[src/rtl/dtr_params.svh]
// Constants of the system-table locator block: reset values, descriptor field positions.
// Assumes it is included by bare name from files under rtl/.
`ifndef DTR_PARAMS_SVH
`define DTR_PARAMS_SVH

// ********************************************************
// Reset values
// ********************************************************
`define DTR_BASE_RST 64'h0000000000000000
`define DTR_HID_LIMIT_RST 32'h0000ffff
`define DTR_TBL_LIMIT_RST 16'hffff
`define DTR_SEL_RST 16'h0000
`define DTR_ATTR_RST 12'h000

// ********************************************************
// Descriptor layout in the fetched 128-bit image
// ********************************************************
`define DTR_D_LIM_LO 15:0
`define DTR_D_BASE_LO 39:16
`define DTR_D_ATTR_LO 47:40
`define DTR_D_LIM_HI 51:48
`define DTR_D_ATTR_HI 55:52
`define DTR_D_BASE_MID 63:56
`define DTR_D_BASE_HI 95:64
`define DTR_D_GRAN 55
`define DTR_PAGE_FILL 12'hfff
`define DTR_LIM_PAD 12'h000

// ********************************************************
// Selector and table arithmetic
// ********************************************************
`define DTR_SEL_INDEX 15:3
`define DTR_IDX_PAD 3'h0
`define DTR_DESC_LAST_LEGACY 17'h00007
`define DTR_DESC_LAST_LONG 17'h0000f
`define DTR_UPPER_ZERO 32'h00000000

`endif

[src/rtl/dtr_pkg.sv]
// Types shared by the system-table locator block.
// Assumes dtr_params.svh is in the include path.
package dtr_pkg;

  // ********************************************************
  // Operations issued by the execution core
  // ********************************************************
  typedef enum logic [2:0] {
    load_global_pointer_op = 3'h0,
    save_global_pointer_op = 3'h1,
    load_local_selector_op = 3'h2,
    save_local_selector_op = 3'h3,
    load_vector_pointer_op = 3'h4,
    save_vector_pointer_op = 3'h5,
    load_task_selector_op = 3'h6,
    save_task_selector_op = 3'h7
  } dtr_op_t;

  // ********************************************************
  // Sequencer states, one-hot
  // ********************************************************
  typedef enum logic [4:0] {
    ST_IDLE = 5'b00001,
    ST_LOAD_LOCAL = 5'b00010,
    ST_LOAD_TASK = 5'b00100,
    ST_SW_TASK = 5'b01000,
    ST_SW_LOCAL = 5'b10000
  } dtr_state_t;

  typedef struct packed {
    logic [15:0] sel;
    logic [63:0] base;
    logic [31:0] limit;
    logic [11:0] attr;
  } dtr_seg_t;

  typedef struct packed {
    logic req;
    logic [63:0] addr;
    logic done;
    logic [127:0] data;
  } dtr_fetch_t;

  typedef struct packed {
    dtr_state_t state;
    logic [63:0] gt_base;
    logic [15:0] gt_limit;
    logic [63:0] vt_base;
    logic [15:0] vt_limit;
    logic [15:0] pend_task;
    logic [15:0] pend_local;
    logic ready;
    logic rd_valid;
    logic [63:0] rd_base;
    logic [15:0] rd_limit;
    logic [15:0] rd_sel;
    logic fault;
    logic start;
    logic [63:0] start_addr;
  } dtr_top_t;

endpackage

[src/rtl/dtr_top.sv]
// System-table locator registers: global and vector table pointers, local and task selectors.
// Assumes one execution core on ref_clk issues operations and a memory port on the same clock.
//
// What this block does
// RL1 - Global pointer holds a 32 or 64-bit base and 16-bit limit.
// RL2 - Global base addresses byte zero; limit is the byte offset of the table's last byte.
// RL3 - Dedicated load and save operations write and read the global pointer.
// RL4 - Reset sets global, vector and task bases to zero, limits to ffff.
// RL5 - Reset clears local selector and base, sets its limit to ffff.
// RL6 - Local locator holds selector, base, limit and attributes; base width by mode.
// RL7 - Local load and save move only the selector; hidden parts stay hidden.
// RL8 - Loading a local selector fetches its descriptor from the global table.
// RL9 - Task switch reloads the local locator without saving old contents.
// RL10 - Vector pointer holds a mode-dependent base and 16-bit byte limit.
// RL11 - Vector pointer has load and save operations; load replaces base and limit.
// RL12 - Task locator holds selector into global table, base, limit, attributes.
// RL13 - Task load and save move only the selector.
// RL14 - Loading a task selector fills base, limit, attributes from its descriptor.
// RL15 - Task switch reloads the task locator without saving old contents.
// RL16 - A save returns the last loaded value and has no side effect.
`timescale 1ns/10ps
`include "dtr_params.svh"
module dtr_top
  import dtr_pkg::*;
(
  input wire logic ref_clk,
  input wire logic reset,
  input wire logic long_mode,
  input wire logic op_valid,
  input wire dtr_op_t op_kind,
  input wire logic [63:0] op_base,
  input wire logic [15:0] op_limit,
  input wire logic [15:0] op_sel,
  output logic op_ready,
  input wire logic switch_valid,
  input wire logic [15:0] switch_task_sel,
  input wire logic [15:0] switch_local_sel,
  output logic rd_valid,
  output logic [63:0] rd_base,
  output logic [15:0] rd_limit,
  output logic [15:0] rd_sel,
  output logic fault,
  output logic mem_req,
  output logic [63:0] mem_addr,
  input wire logic mem_ack,
  input wire logic [127:0] mem_rdata,
  output logic [63:0] global_base,
  output logic [15:0] global_limit,
  output logic [63:0] vector_base,
  output logic [15:0] vector_limit,
  output logic [15:0] local_sel,
  output logic [63:0] local_base,
  output logic [31:0] local_limit,
  output logic [11:0] local_attr,
  output logic [15:0] task_sel,
  output logic [63:0] task_base,
  output logic [31:0] task_limit,
  output logic [11:0] task_attr
);

  // ********************************************************
  // Helpers
  // ********************************************************

  // Base in protected operation keeps only its low 32 bits.
  function automatic logic [63:0] mode_base(input logic lm, input logic [63:0] b);
    mode_base = lm ? b : {`DTR_UPPER_ZERO, b[31:0]};
  endfunction

  // Whole descriptor must lie inside the global table.
  function automatic logic sel_fits(input logic lm, input logic [15:0] sel,
                                    input logic [15:0] lim);
    logic [16:0] last;
    last = {1'b0, sel[`DTR_SEL_INDEX], `DTR_IDX_PAD};
    last = last + (lm ? `DTR_DESC_LAST_LONG : `DTR_DESC_LAST_LEGACY);
    sel_fits = (last <= {1'b0, lim});
  endfunction

  // Byte address of a selector's descriptor inside the global table.
  function automatic logic [63:0] desc_addr(input logic [63:0] gb, input logic [15:0] sel);
    desc_addr = gb + {48'h000000000000, sel[`DTR_SEL_INDEX], `DTR_IDX_PAD};
  endfunction

  // ********************************************************
  // State and sub-blocks
  // ********************************************************
  dtr_top_t s_q;
  dtr_top_t s_d;
  logic fetch_done;
  logic [127:0] fetch_data;
  logic local_fill;
  logic task_fill;
  logic [15:0] fill_sel_local;
  logic [15:0] fill_sel_task;
  logic [63:0] fill_base;
  logic [31:0] fill_limit;
  logic [11:0] fill_attr;
  logic [19:0] raw_limit;

  dtr_desc_fetch u_fetch (
    .ref_clk(ref_clk),
    .reset(reset),
    .start(s_q.start),
    .start_addr(s_q.start_addr),
    .mem_req(mem_req),
    .mem_addr(mem_addr),
    .mem_ack(mem_ack),
    .mem_rdata(mem_rdata),
    .done(fetch_done),
    .data(fetch_data)
  );

  dtr_seg_cache u_local (
    .ref_clk(ref_clk),
    .reset(reset),
    .fill(local_fill),
    .fill_sel(fill_sel_local),
    .fill_base(fill_base),
    .fill_limit(fill_limit),
    .fill_attr(fill_attr),
    .sel(local_sel),
    .base(local_base),
    .limit(local_limit),
    .attr(local_attr)
  );

  dtr_seg_cache u_task (
    .ref_clk(ref_clk),
    .reset(reset),
    .fill(task_fill),
    .fill_sel(fill_sel_task),
    .fill_base(fill_base),
    .fill_limit(fill_limit),
    .fill_attr(fill_attr),
    .sel(task_sel),
    .base(task_base),
    .limit(task_limit),
    .attr(task_attr)
  );

  // ********************************************************
  // Descriptor decode
  // ********************************************************
  always_comb begin
    raw_limit = {fetch_data[`DTR_D_LIM_HI], fetch_data[`DTR_D_LIM_LO]};
    fill_base = mode_base(long_mode, {fetch_data[`DTR_D_BASE_HI],
                fetch_data[`DTR_D_BASE_MID], fetch_data[`DTR_D_BASE_LO]}); // RL6
    fill_limit = fetch_data[`DTR_D_GRAN] ? {raw_limit, `DTR_PAGE_FILL}
                                         : {`DTR_LIM_PAD, raw_limit};
    fill_attr = {fetch_data[`DTR_D_ATTR_HI], fetch_data[`DTR_D_ATTR_LO]};
    fill_sel_local = s_q.pend_local;
    fill_sel_task = s_q.pend_task;
  end

  // ********************************************************
  // Sequencer
  // ********************************************************
  // A task switch outranks a core operation offered in the same cycle.
  always_comb begin
    s_d = s_q;
    s_d.rd_valid = 1'b0;
    s_d.fault = 1'b0;
    s_d.start = 1'b0;
    local_fill = 1'b0;
    task_fill = 1'b0;
    case (s_q.state)
      ST_IDLE: begin
        if (switch_valid) begin
          s_d.pend_task = switch_task_sel;
          s_d.pend_local = switch_local_sel;
          if (sel_fits(long_mode, switch_task_sel, s_q.gt_limit)) begin
            s_d.start = 1'b1;
            s_d.start_addr = desc_addr(s_q.gt_base, switch_task_sel); // RL15
            s_d.state = ST_SW_TASK;
          end else begin
            s_d.fault = 1'b1;
          end
        end else if (op_valid) begin
          case (op_kind)
            load_global_pointer_op: begin
              s_d.gt_base = mode_base(long_mode, op_base); // RL1 RL3
              s_d.gt_limit = op_limit; // RL2
            end
            save_global_pointer_op: begin
              s_d.rd_valid = 1'b1;
              s_d.rd_base = s_q.gt_base; // RL3 RL16
              s_d.rd_limit = s_q.gt_limit;
              s_d.rd_sel = `DTR_SEL_RST;
            end
            load_vector_pointer_op: begin
              s_d.vt_base = mode_base(long_mode, op_base); // RL10 RL11
              s_d.vt_limit = op_limit; // RL11
            end
            save_vector_pointer_op: begin
              s_d.rd_valid = 1'b1;
              s_d.rd_base = s_q.vt_base; // RL11 RL16
              s_d.rd_limit = s_q.vt_limit;
              s_d.rd_sel = `DTR_SEL_RST;
            end
            load_local_selector_op: begin
              s_d.pend_local = op_sel; // RL7
              if (sel_fits(long_mode, op_sel, s_q.gt_limit)) begin
                s_d.start = 1'b1;
                s_d.start_addr = desc_addr(s_q.gt_base, op_sel); // RL8
                s_d.state = ST_LOAD_LOCAL;
              end else begin
                s_d.fault = 1'b1;
              end
            end
            load_task_selector_op: begin
              s_d.pend_task = op_sel; // RL13
              if (sel_fits(long_mode, op_sel, s_q.gt_limit)) begin
                s_d.start = 1'b1;
                s_d.start_addr = desc_addr(s_q.gt_base, op_sel); // RL12 RL14
                s_d.state = ST_LOAD_TASK;
              end else begin
                s_d.fault = 1'b1;
              end
            end
            save_local_selector_op: begin
              s_d.rd_valid = 1'b1;
              s_d.rd_base = `DTR_BASE_RST;
              s_d.rd_limit = `DTR_SEL_RST;
              s_d.rd_sel = local_sel; // RL7 RL16
            end
            save_task_selector_op: begin
              s_d.rd_valid = 1'b1;
              s_d.rd_base = `DTR_BASE_RST;
              s_d.rd_limit = `DTR_SEL_RST;
              s_d.rd_sel = task_sel; // RL13 RL16
            end
            default: begin
              s_d.fault = 1'b1;
            end
          endcase
        end
      end
      ST_LOAD_LOCAL: begin
        if (fetch_done) begin
          local_fill = 1'b1; // RL8
          s_d.state = ST_IDLE;
        end
      end
      ST_LOAD_TASK: begin
        if (fetch_done) begin
          task_fill = 1'b1; // RL14
          s_d.state = ST_IDLE;
        end
      end
      ST_SW_TASK: begin
        if (fetch_done) begin
          task_fill = 1'b1; // RL15
          if (sel_fits(long_mode, s_q.pend_local, s_q.gt_limit)) begin
            s_d.start = 1'b1;
            s_d.start_addr = desc_addr(s_q.gt_base, s_q.pend_local);
            s_d.state = ST_SW_LOCAL;
          end else begin
            s_d.fault = 1'b1;
            s_d.state = ST_IDLE;
          end
        end
      end
      ST_SW_LOCAL: begin
        if (fetch_done) begin
          local_fill = 1'b1; // RL9
          s_d.state = ST_IDLE;
        end
      end
      default: begin
        s_d.state = ST_IDLE;
      end
    endcase
    s_d.ready = (s_d.state == ST_IDLE) && !s_d.start;
  end

  // ********************************************************
  // Registers
  // ********************************************************
  // Reset values are constants only; no mode input is sampled under reset.
  always_ff @(posedge ref_clk or posedge reset) begin
    if (reset) begin
      s_q <= '0;
      s_q.state <= ST_IDLE;
      s_q.gt_base <= `DTR_BASE_RST; // RL4
      s_q.gt_limit <= `DTR_TBL_LIMIT_RST; // RL4
      s_q.vt_base <= `DTR_BASE_RST; // RL4
      s_q.vt_limit <= `DTR_TBL_LIMIT_RST; // RL4
      s_q.pend_task <= `DTR_SEL_RST;
      s_q.pend_local <= `DTR_SEL_RST; // RL5
      s_q.ready <= 1'b1;
    end else begin
      s_q <= s_d;
    end
  end

  assign op_ready = s_q.ready;
  assign rd_valid = s_q.rd_valid;
  assign rd_base = s_q.rd_base;
  assign rd_limit = s_q.rd_limit;
  assign rd_sel = s_q.rd_sel;
  assign fault = s_q.fault;
  assign global_base = s_q.gt_base;
  assign global_limit = s_q.gt_limit;
  assign vector_base = s_q.vt_base;
  assign vector_limit = s_q.vt_limit;

endmodule

[src/rtl/dtr_desc_fetch.sv]
// Reads one descriptor image from memory for the locator sequencer.
// Assumes the memory port is on ref_clk and answers with a one-cycle mem_ack.
`timescale 1ns/10ps
module dtr_desc_fetch
  import dtr_pkg::*;
(
  input wire logic ref_clk,
  input wire logic reset,
  input wire logic start,
  input wire logic [63:0] start_addr,
  output logic mem_req,
  output logic [63:0] mem_addr,
  input wire logic mem_ack,
  input wire logic [127:0] mem_rdata,
  output logic done,
  output logic [127:0] data
);

  dtr_fetch_t s_q;
  dtr_fetch_t s_d;

  // The request stays up until the memory acknowledges it, so a slow memory only adds wait.
  always_comb begin
    s_d = s_q;
    s_d.done = 1'b0;
    if (start) begin
      s_d.req = 1'b1;
      s_d.addr = start_addr;
    end else if (s_q.req && mem_ack) begin
      s_d.req = 1'b0;
      s_d.done = 1'b1;
      s_d.data = mem_rdata;
    end
  end

  always_ff @(posedge ref_clk or posedge reset) begin
    if (reset) begin
      s_q <= '0;
    end else begin
      s_q <= s_d;
    end
  end

  assign mem_req = s_q.req;
  assign mem_addr = s_q.addr;
  assign done = s_q.done;
  assign data = s_q.data;

endmodule

[src/rtl/dtr_seg_cache.sv]
// Selector plus hidden base, limit and attributes of one selector-bearing locator.
// Assumes the parent only fills it after a successful descriptor fetch.
`timescale 1ns/10ps
`include "dtr_params.svh"
module dtr_seg_cache
  import dtr_pkg::*;
(
  input wire logic ref_clk,
  input wire logic reset,
  input wire logic fill,
  input wire logic [15:0] fill_sel,
  input wire logic [63:0] fill_base,
  input wire logic [31:0] fill_limit,
  input wire logic [11:0] fill_attr,
  output logic [15:0] sel,
  output logic [63:0] base,
  output logic [31:0] limit,
  output logic [11:0] attr
);

  dtr_seg_t s_q;
  dtr_seg_t s_d;

  // Old contents are simply overwritten; nothing is written back anywhere.
  always_comb begin
    s_d = s_q;
    if (fill) begin
      s_d.sel = fill_sel;
      s_d.base = fill_base;
      s_d.limit = fill_limit;
      s_d.attr = fill_attr;
    end
  end

  always_ff @(posedge ref_clk or posedge reset) begin
    if (reset) begin
      s_q.sel <= `DTR_SEL_RST; // RL5
      s_q.base <= `DTR_BASE_RST; // RL4 RL5
      s_q.limit <= `DTR_HID_LIMIT_RST; // RL4 RL5
      s_q.attr <= `DTR_ATTR_RST;
    end else begin
      s_q <= s_d;
    end
  end

  assign sel = s_q.sel;
  assign base = s_q.base;
  assign limit = s_q.limit;
  assign attr = s_q.attr;

endmodule

[config.mk]
export PLATFORM = sky130hd
export DESIGN_NAME = dtr_top
export DESIGN_NICKNAME = d
export VERILOG_FILES = /design/src/rtl/dtr_pkg.sv /design/src/rtl/dtr_top.sv /design/src/rtl/dtr_desc_fetch.sv /design/src/rtl/dtr_seg_cache.sv
export VERILOG_INCLUDE_DIRS = /design/src /design/src/rtl
export SDC_FILE = /design/constraint.sdc
export NUM_CORES = 2
export LEC_CHECK = 0
export BUFFER_PORTS_ARGS = -buffer_cell sky130_fd_sc_hd__buf_4
export CAP_MARGIN = 10
export CORE_MARGIN = 8
export CORE_UTILIZATION = 40
export CTS_BUF_LIST = sky130_fd_sc_hd__clkbuf_16
export DETAILED_ROUTE_END_ITERATION = 8
export PLACE_DENSITY_LB_ADDON = 0.05
export SLEW_MARGIN = 20
export SYNTH_ARGS = -nofsm -noshare
export SYNTH_HDL_FRONTEND = slang
export SYNTH_SLANG_ARGS = --single-unit
[constraint.sdc]
create_clock -name ref_clk -period 26.4 [get_ports ref_clk]
set_clock_uncertainty 0.1 [all_clocks]
set_input_delay 2.64 -clock ref_clk [delete_from_list [all_inputs] [get_ports ref_clk]]
set_output_delay 2.64 -clock ref_clk [all_outputs]
set_load 0.01 [all_outputs]
* Word-level counts from Yosys, hierarchy flattened *
Cells that the tools add are included.

word-level totals
  bits in registers = 803
  bits of input ports = 265
  word-level logic and storage cells = 118

operators by class
  add/subtract/negate cells = 6
  muxes and demuxes = 40
  bitwise operators = 2
  reductions and logical operators = 21
  magnitude comparators = 3
  eq/ne operators = 19

operator list
  cell                  count
  $pmux W97 S4          1
  $mux W129             2
  $mux W66              3
  $mux W197             1
  $mux W65              3
  $mux W97              2
  $add A64 B16 Y64      3
  $mux W163             1
  $mux W80              2
  $pmux W66 S2          1
  $mux W64              2
  $mux W32              2
  $le A17 B16 Y1        3
  $mux W5               7
  $add A16 B17 Y17      2
  $mux W16              2
  $add A16 B4 Y17       1
  $pmux W5 S3           1
  $eq A3 B3 Y1 const B  4
  $ne A3 B3 Y1 const B  4
  $reduce_and A4 Y1     3
  $eq A5 B1 Y1 const B  2
  $pmux W5 S2           1
  $reduce_bool A2 Y1    5
  other kinds (20)      33

* Logic depth before layout (Yosys ltp) *
  word-level depth = 10
  gate-level depth with buffers = 18
  mapped depth without buffers = 15

* By module *
Synthesis repeated with hierarchy kept, for this count alone.

second synthesis, totals
  cells, all modules = 3,450
  area total of the unflattened synthesis = 39,954.6 um2

modules (own cells, without submodules)
  module          sequential area each (um2)  area an instance (um2)  times used  cells each
  dtr_top         9,076.2                     22,979.5                1           2,512
  dtr_seg_cache   3,123.0                     4,868.4                 2           263
  dtr_desc_fetch  4,854.7                     7,238.2                 1           412

* Least setup slack after synthesis *
No wires, ideal clock.

  path kind = input -> register
  from = input port long_mode
  to = register s_q[46] in the netlist's numbering
  stages = 16
  path slack = 20,650 ps
  arrival = 5,523 ps
  data required time = 26,173 ps
  cell sequence = ha_1 ha_1 nand3_1 nor2_1 xor2_1 ha_1 and4_1 and3_1 a221o_1 o21ai_1 and3_1 clkbuf_1 buf_2 clkbuf_1 a21o_1 nand3_1

on the way
  cells in the longest elaborated chain, start to end = 5

ends and longest elaborated chain
  what                                                                  RTL line       text
  from (decl)                                                           dtr_top.sv:28  input wire logic long_mode,
  $mux W4 (no source line) (*)                                          -
  $add A16 B17 Y17 / $add A16 B4 Y17 (equally long branches)            dtr_top.sv:75  last = last + (lm ? `DTR_DESC_LAST_LONG : `DTR_DESC_LAST_LEGACY);
  $le A17 B16 Y1                                                        dtr_top.sv:76  sel_fits = (last <= {1'b0, lim});
  $ne A3 B3 Y1 (no source line) / $ne A2 B2 Y1 (equally long branches)  -
  $reduce_and A7 Y1 (no source line) (*)                                -
  to (decl)                                                             dtr_top.sv:87  dtr_top_t s_q;

Mark *: on every way between the ends. The rest lies on a longest branch, timed or not.
A chain may end at the register's enable or synchronous reset.

* Worst setup path after layout *
  from = input port long_mode
  to = register s_q[2] in the netlist's numbering

The elaborated chain is that of the path after synthesis.

==> impl_results.md <==
- Register area: 19400 sq um
- Fin nets: around 4600
- Yosys reg bits: between 700 and 800
- Placeable Area: 94600 sq um
- Design Area, Final: 46000 sq um
- Post-DRT Antenna Nets: 0
- Synthesis-to-finish area growth: 21.2%
- Final worst-path cycle share: 26.7%
- Yosys warnings: 0
- Worst vdd ir: approximately 0.06 mV
- Synth Cell Area: about 38000 sq um
- Routability cong.: 0.907
- Post-synthesis net count: 4136
- Setup violations, final: 0
- Vias after detailed routing: 30100
- Post-Route Utilization: around half
- RSZ-0062 raised after global routing: false
- Vias in the first global route: around 30000
- # IOs: 837
- Port Buffers: 804
- Actual slew at the worst max-slew pin: 1.15 ns
- Leakage power: 22.3 nW
- Vias per std cell: 5.39
- Drc violations: 0
- Setup TNS: 0 ns
- F_max: roughly 140 MHz
- Count of flip-flops with a built-in enable after synthesis: 0
- WP data required: around 27 ns
- Worst-Skew Late Latency: roughly 0.68 ns
- Post-CTS Setup Inserts: 0
- Die H: between 300 and 400 um
- Clock Sinks: slightly below 800
- Post-synth cell types: 86
- Power Density: between 100 and 150 nW/um^2
- Post-Syn Area per Cell: between 10 and 15 sq um
- Drt wl/cell: around 26 um
- Largest net degree at the start of global routing: 99
- DRT iter0 DRCs: approximately 2300
- Clk slew on worst S/H paths: 0.06 ns
- Startpoint types: input pin
- Filler Cells Inserted: 9000
- Mapped Cells: 3783
- Routed met2 length: 69400 um
- Row count: about 110
- Status: finished clean
- Die span in x: between 300 and 400 um
- Worst min path class: flip-flop to flip-flop
- Count of final max-slew check failures: 0
- Die ar.: ~110000 sq um
- GRT Util Overall: between 20 and 30%
- Share of flip-flops with an asynchronous set or reset: 100%
- CTS tree: built
- Layout cells sized above 1: 31.7%
- Placed inst area: 43200 sq um
- # hold bufs at CTS: 0
- Minimum clock period: slightly above 7 ns
- Sequential share of the synthesized area: 51.0%
- Worst path arrival time: about 7.5 ns
- Max Cap Viol: 0
- Worst-path fanout max: between 60 and 70
- Detail Placement HPWL: between 100000 and 150000 um
- DR top layer: met5
- Rel. slew slack: a little under a quarter
- M1 WL: about 59000 um
- CP endpoint kind: flip-flop
- Maximum clock path buffer count: 3
- Post-CTS sizing: 0
- Starting density of the core: between 40% and 50%
- Final hold vios: 0
- Footprint of the multi-input gates: 15700 sq um
- First-pass GRT wire length: 212000 um
- Total grt overflow: 0
- Critical path class: input pin to flip-flop
- DRT Pass-1 Iters: 6
- Metal3 WL: between 10000 and 15000 um
- Synth Flop Type: dfrtp_1
- Total CTS buffers: 89
- Total Wirelength: about 150000 um
- H-tree depth: 3
- Clk root buf: clkbuf_16
- Initial antenna violation count: 29
cells in the final DEF (no fill, tap or decap), types with 7 or more instances in the layout:
master       n
xor2_1      44
dfrtp_1    704
o211ai_1    23
a22oi_1     45
o21ai_1     15
ha_1        85
clkinv_1    14
a221o_1     11
mux2i_1     12
a211oi_1    18
xnor2_1     62
bufinv_16    7
mux2_2     284
nand2_1    696
clkinv_2    17
o22ai_1     11
or2_2        7
nand4_1     36
o21a_1       7
diode_2     17
nor3_1      30
a21oi_1     81
dfstp_2     66
nand3_1     62
and3_1      34
inv_1       70
nor2b_1      7
buf_4      848
a21o_1      25
a221oi_1    98
and2_1      17
clkbuf_16   90
nor2_1     297
nand2b_1     7
and4_1      15
o21ai_0    281
o221ai_1    25
a31oi_1     15
layout make-up:
type,instances,share of cell area [%]
multi-input combinational,2476,34.0
tap,1265,3.44
timing repair buffer,848,13.8
clock inverter,73,1.25
inverter,44,0.383
sequential,771,42.1
clock buffer,90,4.89
antenna,17,0.0924
metrics by stage:
| stage | power [mW] | cells | hold WS (ns) | setup WS [ns] |
|---|---|---|---|---|
| CTS | 5.30 | 5567 | 0.377 | 19.33 |
| floorplan | 3.26 | 3783 | 0.346 | 2.13 |
| global route | 5.57 | 5576 | 0.390 | 19.00 |
| detailed placement | 4.06 | 5404 | 0.362 | 18.64 |
| finish | 5.25 | 5584 | 0.372 | 19.35 |
| global placement | 4.04 | 5404 | 0.358 | 18.63 |
kinds of logic (layout without fill, tap and decap cells):
logic type      after synthesis  in the layout  synth area share (%)
compound gates              729            729                  12.7
xor+xnor                    106            106                  2.44
fa+ha+maj                    88             88                  2.96
buf+inv                     536           1055                  7.97
flops                       771            771                  51.0
mux                         296            296                  8.74
other cells                   0             17                     0
simple gates               1257           1257                  14.2
report_power, final:
| group | switching [mW] | internal, mW | leakage [nW] |
|---|---|---|---|
| Sequential | 0.439 | 1.63 | 9.62 |
| Combinational | 1.07 | 0.889 | 11.2 |
| Clock | 0.529 | 0.690 | 1.50 |
| Total | 2.04 | 3.21 | 22.3 |
cell usage after synthesis (all sizes together), types with 31 or more instances:
master / number / area [sq um]
a21oi: 81 / 405
a221oi: 98 / 858
a22oi: 45 / 338
and3: 34 / 213
buf: 307 / 2170
clkbuf: 185 / 694
dfrtp: 705 / 17600
dfstp: 66 / 1730
ha: 85 / 1060
inv: 44 / 165
mux2: 284 / 3200
nand2: 698 / 2620
nand3: 68 / 358
nand4: 36 / 225
nor2: 298 / 1120
nor3: 31 / 160
o21ai: 298 / 1500
xnor2: 62 / 543
xor2: 44 / 385
state kept, by name, indices dropped and copies added, names as in the netlist, 32 cells and up:
register and cells:
u_task.limit 32, u_local.base 64, u_fetch.mem_addr 64, global_base 64
s_q 70, u_local.limit 32, vector_base 64, rd_base 64
u_task.base 64, u_fetch.data 96
layer usage:
metal | up-vias | GRT usage, %
met3 | 201 | 9.59
li1 | 13800 | -
met1 | 15100 | 34.5
met2 | 998 | 43.7
met4 | 16 | 7.11
met5 | - | 0
worst max-delay path, cell delays in order:
cell and delay, ns:
buf_4 0.10, buf_4 0.67, ha_1 0.33, nand3_1 0.13, nor2_1 0.31, nand4_1 0.16
xnor2_1 0.17, ha_1 0.30, and4_1 0.20, and3_1 0.19, a221o_1 0.31, o21ai_1 0.28
and3_1 0.21, buf_4 0.43, nor2_4 0.06, buf_4 0.34, inv_1 0.24, mux2_2 0.35
worst paths after layout:
kind	from	to	slack, ns	depth (start not counted)
worst max-delay path	long_mode	s_q[2]$_DFFE_PP0P_	19.35	18
worst min-delay path	u_fetch.data[68]$_DFFE_PP0P_	u_fetch.data[68]$_DFFE_PP0P_	0.37	2
worst max register to register	fill_sel_local[3]$_DFFE_PP0P_	s_q[2]$_DFFE_PP0P_	21.68	16
worst min register to register	u_fetch.data[68]$_DFFE_PP0P_	u_fetch.data[68]$_DFFE_PP0P_	0.37	2
max in group asynchronous	reset	u_local.base[62]$_DFFE_PP0P_	20.70	6
min in group asynchronous	reset	rd_base[1]$_DFFE_PP0P_	1.97	2
No activity file was read; power rests on OpenSTA's default activity.
